`src/rtl/acr_consts.svh`:
```
// Purpose: Offsets, bit positions, masks and reset values of the
//   converter control block.
// Assumes: Word-indexed register port, 16-bit data.
// Notes: Definitions only.
`ifndef ACR_CONSTS_SVH
`define ACR_CONSTS_SVH

// Register offsets
`define ACR_OFF_CTRL1 4'h0
`define ACR_OFF_CTRL2 4'h1
`define ACR_OFF_RESULT 4'h2
`define ACR_OFF_ISTAT 4'h3
`define ACR_OFF_IMASK 4'h4
`define ACR_OFF_DMACFG 4'h5
`define ACR_OFF_DMAADDR 4'h6

// Control one fields
`define ACR_C1_ON 15
`define ACR_C1_SIDL 13
`define ACR_C1_BUILD 12
`define ACR_C1_RES 10
`define ACR_C1_FMT_LO 8
`define ACR_C1_SAMPLE_ACTIVE 1
`define ACR_C1_DONE 0
`define ACR_C1_WMASK 16'hB7FF

// Control two fields
`define ACR_C2_CHG_LO 8
`define ACR_C2_BUFFER_HALF_STATUS 7
`define ACR_C2_RATE_LO 2
`define ACR_C2_SPLIT 1
`define ACR_C2_WMASK 16'hE77F

// Interrupt status bits
`define ACR_IS_RATE 0
`define ACR_IS_DSTEP 1

// Reset values
`define ACR_RST_CTRL 16'h0000
`define ACR_RST_IRQ 2'h0
`define ACR_RST_DMACFG 4'h0

// Fixed reference routing codes
`define ACR_REF_SUPPLY 2'h1
`define ACR_REF_GROUND 2'h2

`endif

```
`src/rtl/acr_pkg.sv`:
```
// Purpose: Types shared by the converter control block.
// Assumes: Nothing beyond the constants header.
// Notes: Enum order follows the format field encoding.
package acr_pkg;

  typedef enum logic [1:0] {
    ACR_FMT_INT,
    ACR_FMT_SINT,
    ACR_FMT_FRAC,
    ACR_FMT_SFRAC
  } acr_fmt_e;

  typedef logic [15:0] acr_word_t;

endpackage : acr_pkg

```
`src/rtl/acr_adc_ctrl.sv`:
```
// Purpose: Control registers, result formatting, interrupt pacing and
//   DMA addressing for an on-chip analog converter.
// Assumes: Converter core and idle indication share clk.
// Notes: Read data appear the cycle after the read strobe.
`include "acr_consts.svh"

module acr_adc_ctrl #(
  parameter int DMA_AW = 8
) (
  // Clock and reset
  input wire logic clk,
  input wire logic reset,
  // Register port
  input wire logic [3:0] reg_addr,
  input wire logic [15:0] reg_wdata,
  input wire logic reg_wr,
  input wire logic reg_rd,
  output logic [15:0] reg_rdata,
  // Device state
  input wire logic cpu_idle,
  // Converter core
  output logic core_run,
  output logic core_12bit,
  output logic [2:0] core_channels,
  output logic core_sample,
  output logic [1:0] high_reference,
  output logic [1:0] low_reference,
  input wire logic core_sample_end,
  input wire logic core_done,
  input wire logic [11:0] core_data,
  input wire logic [1:0] core_channel,
  // Result and DMA
  output logic [15:0] result_word,
  output logic result_valid,
  output logic [DMA_AW-1:0] dma_addr,
  output logic dma_req,
  // Interrupt
  output logic irq
);

  generate
    if (DMA_AW < 6)
    begin : g_chk
      $error("DMA_AW too narrow for channel and slot");
    end
  endgenerate

  logic [15:0] ctrl1_r;
  logic [15:0] ctrl2_r;
  logic [1:0] istat_r;
  logic [1:0] imask_r;
  logic [3:0] dmacfg_r;
  logic [4:0] cnt_r;
  logic [3:0] ptr_r;
  logic [DMA_AW-1:0] slot_r;
  logic buffer_half_status_r;
  logic wr_c1;
  logic wr_c2;
  logic take;
  logic last;
  logic dma_en;
  logic [4:0] n_m1;
  logic rate_evt;
  logic dstep_evt;
  logic res12;
  logic [1:0] chg;
  logic [DMA_AW-1:0] sa_addr;
  logic [DMA_AW-1:0] sg_addr;
  logic [DMA_AW-1:0] sg_mask;
  logic [2:0] blog2;

  assign wr_c1 = reg_wr && reg_addr == `ACR_OFF_CTRL1;
  assign wr_c2 = reg_wr && reg_addr == `ACR_OFF_CTRL2;
  assign res12 = ctrl1_r[`ACR_C1_RES];
  assign dma_en = dmacfg_r[0];
  assign blog2 = dmacfg_r[3:1];
  assign chg = ctrl2_r[`ACR_C2_CHG_LO +: 2];

  // Core control
  assign core_run = ctrl1_r[`ACR_C1_ON]
    && !(ctrl1_r[`ACR_C1_SIDL] && cpu_idle);
  assign core_12bit = res12;
  assign core_sample = ctrl1_r[`ACR_C1_SAMPLE_ACTIVE];
  // Group code is forced to zero in 12-bit mode, so one channel there
  always_comb
  begin
    if (res12 || chg == 2'h0)
      core_channels = 3'h1;
    else if (chg[1])
      core_channels = 3'h4;
    else
      core_channels = 3'h2;
  end
  // No alternative reference exists in this build
  assign high_reference = `ACR_REF_SUPPLY;
  assign low_reference = `ACR_REF_GROUND;

  // Conversion pacing
  assign take = core_done && core_run;
  assign n_m1 = dma_en ? ctrl2_r[`ACR_C2_RATE_LO +: 5]
    : {1'b0, ctrl2_r[`ACR_C2_RATE_LO +: 4]};
  assign last = take && cnt_r == n_m1;
  assign rate_evt = last && !dma_en;
  assign dstep_evt = last && dma_en;

  always_ff @(posedge clk)
  begin
    if (reset || !ctrl1_r[`ACR_C1_ON])
      cnt_r <= 5'h00;
    else if (last)
      cnt_r <= 5'h00;
    else if (take)
      cnt_r <= cnt_r + 5'h01;
  end

  // Stand-alone buffer pointer and half tracking
  always_ff @(posedge clk)
  begin
    if (reset || !ctrl1_r[`ACR_C1_ON])
      ptr_r <= 4'h0;
    else if (last)
      ptr_r <= 4'h0;
    else if (take)
      ptr_r <= ptr_r + 4'h1;
  end

  always_ff @(posedge clk)
  begin
    if (reset || !ctrl2_r[`ACR_C2_SPLIT])
      buffer_half_status_r <= 1'b0;
    else if (rate_evt || dstep_evt)
      buffer_half_status_r <= !buffer_half_status_r;
  end

  always_ff @(posedge clk)
  begin
    if (reset || !dma_en)
      slot_r <= '0;
    else if (dstep_evt)
      slot_r <= slot_r + 1'b1;
  end

  // Split mode keeps each half in its own upper address bit
  assign sa_addr = ctrl2_r[`ACR_C2_SPLIT]
    ? DMA_AW'({buffer_half_status_r, ptr_r[2:0]}) : DMA_AW'(ptr_r);
  assign sg_mask = DMA_AW'((1 << blog2) - 1);
  assign sg_addr = (DMA_AW'(res12 ? 2'h0 : core_channel) << blog2)
    | (slot_r & sg_mask);

  // Result formatting
  function automatic acr_pkg::acr_word_t fmt_word(
    input logic [11:0] d,
    input logic r12,
    input acr_pkg::acr_fmt_e f
  );
    acr_pkg::acr_word_t w;
    w = 16'h0000;
    if (r12)
    begin
      unique case (f)
        acr_pkg::ACR_FMT_SFRAC: w = {~d[11], d[10:0], 4'h0};
        acr_pkg::ACR_FMT_FRAC: w = {d, 4'h0};
        acr_pkg::ACR_FMT_SINT: w = {{5{~d[11]}}, d[10:0]};
        acr_pkg::ACR_FMT_INT: w = {4'h0, d};
      endcase
    end
    else
    begin
      unique case (f)
        acr_pkg::ACR_FMT_SFRAC: w = {~d[9], d[8:0], 6'h00};
        acr_pkg::ACR_FMT_FRAC: w = {d[9:0], 6'h00};
        acr_pkg::ACR_FMT_SINT: w = {{7{~d[9]}}, d[8:0]};
        acr_pkg::ACR_FMT_INT: w = {6'h00, d[9:0]};
      endcase
    end
    return w;
  endfunction : fmt_word

  always_ff @(posedge clk)
  begin
    if (reset)
    begin
      result_word <= `ACR_RST_CTRL;
      result_valid <= 1'b0;
      dma_addr <= '0;
      dma_req <= 1'b0;
    end
    else
    begin
      result_valid <= take;
      dma_req <= take && dma_en;
      if (take)
      begin
        result_word <= fmt_word(core_data, res12,
          acr_pkg::acr_fmt_e'(ctrl1_r[`ACR_C1_FMT_LO +: 2]));
        dma_addr <= ctrl1_r[`ACR_C1_BUILD] ? sa_addr
          : sg_addr;
      end
    end
  end

  // Control one
  always_ff @(posedge clk)
  begin
    if (reset)
      ctrl1_r <= `ACR_RST_CTRL;
    else
    begin
      if (wr_c1)
        ctrl1_r <= reg_wdata & `ACR_C1_WMASK;
      // Hardware updates win over a software write in the same cycle
      if (core_sample_end)
        ctrl1_r[`ACR_C1_SAMPLE_ACTIVE] <= 1'b0;
      if (take)
        ctrl1_r[`ACR_C1_DONE] <= 1'b1;
    end
  end

  // Control two; status bit is live, not stored
  always_ff @(posedge clk)
  begin
    if (reset)
      ctrl2_r <= `ACR_RST_CTRL;
    else if (wr_c2)
    begin
      ctrl2_r <= reg_wdata & `ACR_C2_WMASK;
      if (res12)
        ctrl2_r[`ACR_C2_CHG_LO +: 2] <= 2'h0;
    end
    else if (res12)
      ctrl2_r[`ACR_C2_CHG_LO +: 2] <= 2'h0;
  end

  // Interrupt status, write one to clear, set wins
  always_ff @(posedge clk)
  begin
    if (reset)
      istat_r <= `ACR_RST_IRQ;
    else
    begin
      if (reg_wr && reg_addr == `ACR_OFF_ISTAT)
        istat_r <= istat_r & ~reg_wdata[1:0];
      if (rate_evt)
        istat_r[`ACR_IS_RATE] <= 1'b1;
      if (dstep_evt)
        istat_r[`ACR_IS_DSTEP] <= 1'b1;
    end
  end

  always_ff @(posedge clk)
  begin
    if (reset)
      imask_r <= `ACR_RST_IRQ;
    else if (reg_wr && reg_addr == `ACR_OFF_IMASK)
      imask_r <= reg_wdata[1:0];
  end

  always_ff @(posedge clk)
  begin
    if (reset)
      dmacfg_r <= `ACR_RST_DMACFG;
    else if (reg_wr && reg_addr == `ACR_OFF_DMACFG)
      dmacfg_r <= reg_wdata[3:0];
  end

  assign irq = |(istat_r & imask_r);

  // Read port, unmapped reads return zero
  always_ff @(posedge clk)
  begin
    if (reset)
      reg_rdata <= 16'h0000;
    else if (reg_rd)
    begin
      unique case (reg_addr)
        `ACR_OFF_CTRL1: reg_rdata <= ctrl1_r;
        `ACR_OFF_CTRL2: reg_rdata <= {ctrl2_r[15:8], buffer_half_status_r,
          ctrl2_r[6:0]};
        `ACR_OFF_RESULT: reg_rdata <= result_word;
        `ACR_OFF_ISTAT: reg_rdata <= {14'h0000, istat_r};
        `ACR_OFF_IMASK: reg_rdata <= {14'h0000, imask_r};
        `ACR_OFF_DMACFG: reg_rdata <= {12'h000, dmacfg_r};
        `ACR_OFF_DMAADDR: reg_rdata <= 16'(dma_addr);
        default: reg_rdata <= 16'h0000;
      endcase
    end
    else
      reg_rdata <= 16'h0000;
  end
endmodule : acr_adc_ctrl

```
`config.mk`:
```
export PLATFORM = sky130hd
export DESIGN_NAME = acr_adc_ctrl
export DESIGN_NICKNAME = d
export VERILOG_FILES = /design/src/rtl/acr_pkg.sv /design/src/rtl/acr_adc_ctrl.sv
export VERILOG_INCLUDE_DIRS = /design/src /design/src/rtl
export SDC_FILE = /design/constraint.sdc
export NUM_CORES = 1
export LEC_CHECK = 0
export BUFFER_PORTS_ARGS = -buffer_cell sky130_fd_sc_hd__buf_2
export CORE_MARGIN = 2
export CORE_UTILIZATION = 40
export CTS_BUF_LIST = sky130_fd_sc_hd__clkbuf_8 sky130_fd_sc_hd__clkbuf_16
export CTS_CLUSTER_SIZE = 20
export DETAILED_ROUTE_END_ITERATION = 8
export PLACE_DENSITY = 0.72
export SYNTH_ARGS = -nofsm -noshare
export SYNTH_HDL_FRONTEND = slang
export SYNTH_SLANG_ARGS = --single-unit
```
`constraint.sdc`:
```
create_clock -name clk -period 1.64 [get_ports clk]
set_clock_uncertainty 0.15 [all_clocks]
set_input_delay 0.164 -clock clk [delete_from_list [all_inputs] [get_ports clk]]
set_output_delay 0.164 -clock clk [all_outputs]
set_load 0.05 [all_outputs]
```
## Word level (Yosys, flattened, before mapping)

Index checks and enable logic that the tools add are counted.

- Flip-flop bits (word level): 95
- Input bits: 41
- Logic and storage cells: 93
- Output and inout port bits: 53

- Shift-type cells: 2
- Add/sub/neg operators: 4
- Reductions and logical operators: 33
- Mux-type cells: 18
- Eq/ne operators: 10
- Bitwise logic cells: 8

Operators with widths:

| cell | count |
|---|---|
| $pmux W16 S4 | 2 |
| $pmux W16 S7 | 1 |
| $mux W16 | 1 |
| $eq A4 B3 Y1 const B | 3 |
| $logic_and A1 B1 Y1 | 12 |
| $mux W2 | 5 |
| $add A8 B1 Y8 const B | 1 |
| $and A8 B8 Y8 | 1 |
| $eq A4 B2 Y1 const B | 2 |
| $mux W8 | 1 |
| $or A8 B8 Y8 | 1 |
| $reduce_bool A2 Y1 | 4 |
| $reduce_or A2 Y1 | 4 |
| $shl A1 B3 Y8 const A | 1 |
| $shl A2 B3 Y8 | 1 |
| $sub A8 B2 Y8 const B | 1 |
| $mux W3 | 2 |
| $add A5 B1 Y5 const B | 1 |
| $eq A5 B5 Y1 | 1 |
| $logic_not A1 Y1 | 5 |
| $logic_or A1 B1 Y1 | 5 |
| $mux W5 | 1 |
| $add A4 B1 Y4 const B | 1 |
| $and A2 B2 Y2 | 2 |
| other kinds (9) | 16 |

## Logic depth before layout (Yosys ltp)

- Depth in word-level cells: 7
- Mapped depth: 6
- Depth with buffers taken out: 5

## Worst setup path after synthesis

No wires, ideal clock.

- Path type: register to output
- Start: register ctrl1_r[10]
- End: output port core_channels[1]
- Slack: -0.758 ns
- Data arrival time: 2.084 ns
- Data required time: 1.326 ns
- Path buffers: 2
- Cell stages (with the launch flop): 4
- Cell sequence: dfxtp_1 > buf_2 > buf_1 > nor3b_1

- Word-level cells in the longest chain between the ends: 2

Ends and longest elaborated chain:

| what | line | text |
|---|---|---|
| start, declared | acr_adc_ctrl.sv:48 | `logic [15:0] ctrl1_r;` |
| start signal, assigned | acr_adc_ctrl.sv:206 | `` ctrl1_r <= `ACR_RST_CTRL; `` |
| start signal, assigned | acr_adc_ctrl.sv:210 | `` ctrl1_r <= reg_wdata & `ACR_C1_WMASK; `` |
| $logic_or A1 B1 Y1 | acr_adc_ctrl.sv:87 | `if (res12 \|\| chg == 2'h0)` |
| $mux W3 | acr_adc_ctrl.sv:87 |  |
| end, declared | acr_adc_ctrl.sv:24 | `output logic [2:0] core_channels,` |

Every way passes these cells.

## Worst setup path after layout

- Start: register cnt_r[3]
- End: register slot_r[5]

- Word-level cells in the longest chain between the ends: 3

Ends and longest elaborated chain:

| what | line | text |
|---|---|---|
| start, declared | acr_adc_ctrl.sv:53 | `logic [4:0] cnt_r;` |
| start signal, assigned | acr_adc_ctrl.sv:113 | `cnt_r <= cnt_r + 5'h01;` |
| $eq A5 B5 Y1 | acr_adc_ctrl.sv:102 | `assign last = take && cnt_r == n_m1;` |
| $logic_and A1 B1 Y1 | acr_adc_ctrl.sv:102 |  |
| $logic_and A1 B1 Y1 | acr_adc_ctrl.sv:104 | `assign dstep_evt = last && dma_en;` |
| end signal, assigned | acr_adc_ctrl.sv:140 | `slot_r <= slot_r + 1'b1;` |
| end, declared | acr_adc_ctrl.sv:55 | `logic [DMA_AW-1:0] slot_r;` |

Every way passes these cells.
A chain may end at the register's enable or synchronous reset.

==> results.yml <==
setup_path:
  cp.required_ns: 1.80
  start_kind: "register"
  worst_setup_path_end_kind: "register"
  cpMaxStageDelayCell: "or4_1"
  regToRegEndpoint: "slot_r[5]"
  rr_worst_depth: 5
  worstPathArrival_ns: 1.92
  cp_max_fo: 8
  crit_type: "register to register"
  ff2ff_setup_slack_ns: -0.12
  r2r_start: "cnt_r[3]"
  cp_cell_sequence: "xnor2_2, nand4_1, buf_6, or4_1, a21oi_1"
  critPathMaxStageDelay_ns: 0.47
placement:
  placed_cells: 773
  globalplace.congestion: 0.8826
  portBuffers: 88
  dp_hpwl_um: 10160
yosys:
  yosys.cell_count.top_type: "nand2_1"
  netlist_instances: 527
  synth_seq_cells: 94
  yosysTopAreaCell: "dfxtp_1"
  synth_area_leaders: "dfxtp_1 (43%), nand2_1 (8.2%), a21oi_1 (7.6%), a22oi_1 (3.4%), mux2i_1 (2.7%)"
  yosysTopAreaCellShare: 0.4275
  ys_seq_area_frac: 0.4275
  synth_cell_types: 62
  syn_area_um2: 4402
  synth_edf_count: 0
  synth_top_flop_cell: "dfxtp_1"
  ys_warn_count: 0
  async_flop_share: 0
  avgSynthCellArea_um2: 8.352
  synth_commonest_cells: "nand2_1 (96), dfxtp_1 (94), a21oi_1 (67)"
layout:
  drive_gt1_frac: 0.3299
  antennaDiodeCount: 0
  n_fill_cell: 937
  fin_nets: 724
  fin_util: 0.5664
  syn_to_final_growth_pct: 38.89
  fin_cells: 825
drt:
  route.vias.total: 4682
  via_per_inst: 5.675
  wl_per_cell_um: 17.55
  first_pass_iters: 5
  drt_iter0_markers: 516
  antenna_left: 0
  route.detailed.drc: 0
  finalWirelength_um: 14480
clock_network:
  cts_root_buf: "clkbuf_8"
  clockBufferDepth: 2
  cts_buffers: 9
  htreeDepth: 3
  clk_pin_slew_ns: 0.11
  cts_tree: "done"
  cts_sinks: 94
  clk_latency_ns: 0.39
global_route:
  first_global_vias: 4415
  grt_pass1_wl_um: 22180
  grt_overflow: 0
  grtUsageMet2: 0.4086
  use_met1: 0.3078
  grt-busiest-layer: "met2"
  antenna_found_initial: 0
  grtUsageMet3: 0.04363
  grt_max_degree: 35
  grtUsageTotal: 0.2415
pwr:
  seqPwrFrac: 0.537
  clock_power_share: 0.365
  leakagePower_nw: 2.356
  p_int_mw: 3.074
  swShare: 0.2851
  combPwrFrac: 0.098
  power_switching_mw: 1.226
  ir_worst_vdd_v: 0.0005891
  p_per_area_nw_per_um2: 703.5
timing:
  drv_slew: 0
  final_hold_viol_count: 0
  rsz0062_at_grt: "true"
  fin_crit_sh: 1.075
  min_period_ns: 1.764
  slew_headroom: 0.6493
  fin_ws_ns: -0.1236
  setup_violations: 18
  max_freq_mhz: 567.0
  tightest_slew_ns: 0.5253
  whs_ns: 0.05346
hold_path:
  worstHoldStart: "core_data[10]"
  holdPathEnd: "result_word[14]"
  hold_depth: 3
  hold_path_class: "input pin to register"
floorplan:
  dieWidth_um: 108.9
  die_h_um: 108.9
  die_area_um2: 11860
  ios: 94
  rows: 38
  core_um2: 10790
  start_util: 0.4078
status:
  violations: "negative setup slack"
  status: "finished, violations left"
run:
  cap_violations: 0
[worst max-delay path by stage]
stage,cells after the start,startpoint,to,slack (ns)
4_1_cts,6,ctrl2_r[3],istat_r[0],-0.08
5_1_grt,5,cnt_r[3],slot_r[5],-0.16
6_report,5,cnt_r[3],slot_r[5],-0.12
2_1_floorplan,5,ctrl1_r[15],istat_r[0],-0.19
3_5_place_dp,5,cnt_r[3],slot_r[5],-0.07
3_3_place_gp,5,cnt_r[3],slot_r[3],-0.04
[cell type report]
type / instances / area [um^2] / share of cell area
Multi-Input combinational cell: 384 / 2462 / 0.4028
Sequential cell: 94 / 1902 / 0.3111
Clock buffer: 9 / 123.9 / 0.02026
Timing Repair Buffer: 184 / 1349 / 0.2206
Tap cell: 140 / 175.2 / 0.02865
Clock inverter: 7 / 75.07 / 0.01228
Inverter: 7 / 26.28 / 0.004298
[power by group through the flow]
stage | Sequential (mW) | Combinational (mW) | Clock [mW]
floorplan | 2.37 | 0.179 | 0
global placement | 2.36 | 0.325 | 0
detailed placement | 2.36 | 0.331 | 0
CTS | 2.31 | 0.395 | 1.57
global route | 2.31 | 0.446 | 1.66
finish | 2.31 | 0.420 | 1.57
[cell families after synthesis]
group           count (synthesis)  share of synthesized area
flops                          94                     0.4275
xor+xnor                       11                    0.02189
fa+ha+maj                       3                   0.008528
mux                            16                    0.04008
other cells                     2                   0.001706
compound gates                140                     0.2064
simple gates                  209                     0.2408
buf+inv                        52                    0.05316
[per-stage QoR]
| step | power (mW) | instance area [um^2] | TNS, ns | setup WS, ns |
|---|---|---|---|---|
| after floorplan | 2.544 | 4449 | -5.530 | -0.1932 |
| after detailed placement | 2.693 | 5319 | -0.5444 | -0.07249 |
| after global routing | 4.414 | 6113 | -1.700 | -0.1645 |
| after CTS | 4.270 | 5967 | -0.3560 | -0.08239 |
| final | 4.300 | 6113 | -1.002 | -0.1236 |
| after global placement | 2.687 | 5319 | -0.2533 | -0.04204 |
[flip-flops by register name, summed over array words and instances, names as in the netlist]
register / count
buffer_half_status_r: 1
reg_rdata: 16
dma_addr: 8
result_valid: 1
istat_r: 2
ctrl2_r: 13
dmacfg_r: 4
result_word: 16
ctrl1_r: 14
cnt_r: 5
ptr_r: 4
imask_r: 2
dma_req: 1
slot_r: 7
[cells in the final DEF, fill, tap and decap left out, types with 5 or more instances in the layout]
cell type	n
a21oi_1	64
a22oi_1	20
and3_1	7
buf_12	5
buf_2	83
buf_4	58
buf_6	6
clkbuf_8	9
dfxtp_1	80
dfxtp_2	13
dlygate4sd3_1	27
inv_1	5
mux2i_1	10
nand2_1	94
nand3_1	19
nand4_1	7
nor2_1	27
nor2b_1	6
nor3_1	8
o211ai_1	5
o21ai_0	7
o31ai_1	7
xor2_1	5
[what timing repair did]
| item | 4_1_cts | 5_1_grt |
|---|---|---|
| buffers inserted | 4 | 4 |
| endpoints found under the setup margin | 20 | 37 |
| pin swaps | 16 | 12 |
| gates cloned | 2 | 0 |
| hold endpoints to repair | 45 | 0 |
| hold buffers | 28 | 0 |
| resized for setup | 27 | 34 |
[routing by layer]
layer  wire (um)  vias to the layer above  share of wire
met5           0                        -              0
met4         285                        0          0.020
met3        1080                       34          0.075
met2        7120                      221           0.49
li1            -                     2191              -
met1        5996                     2236           0.41
[critical path, delay by kind of cell, from the launching register on]
kind / cells / cell delay, ns
AND/OR/NAND/NOR: 2 / 0.65
flip-flops: 1 / 0.36
XOR/XNOR: 1 / 0.20
buffers and inverters: 1 / 0.18
AO/OA/AOI/OAI: 1 / 0.13
(Power assumes the default switching activity.)
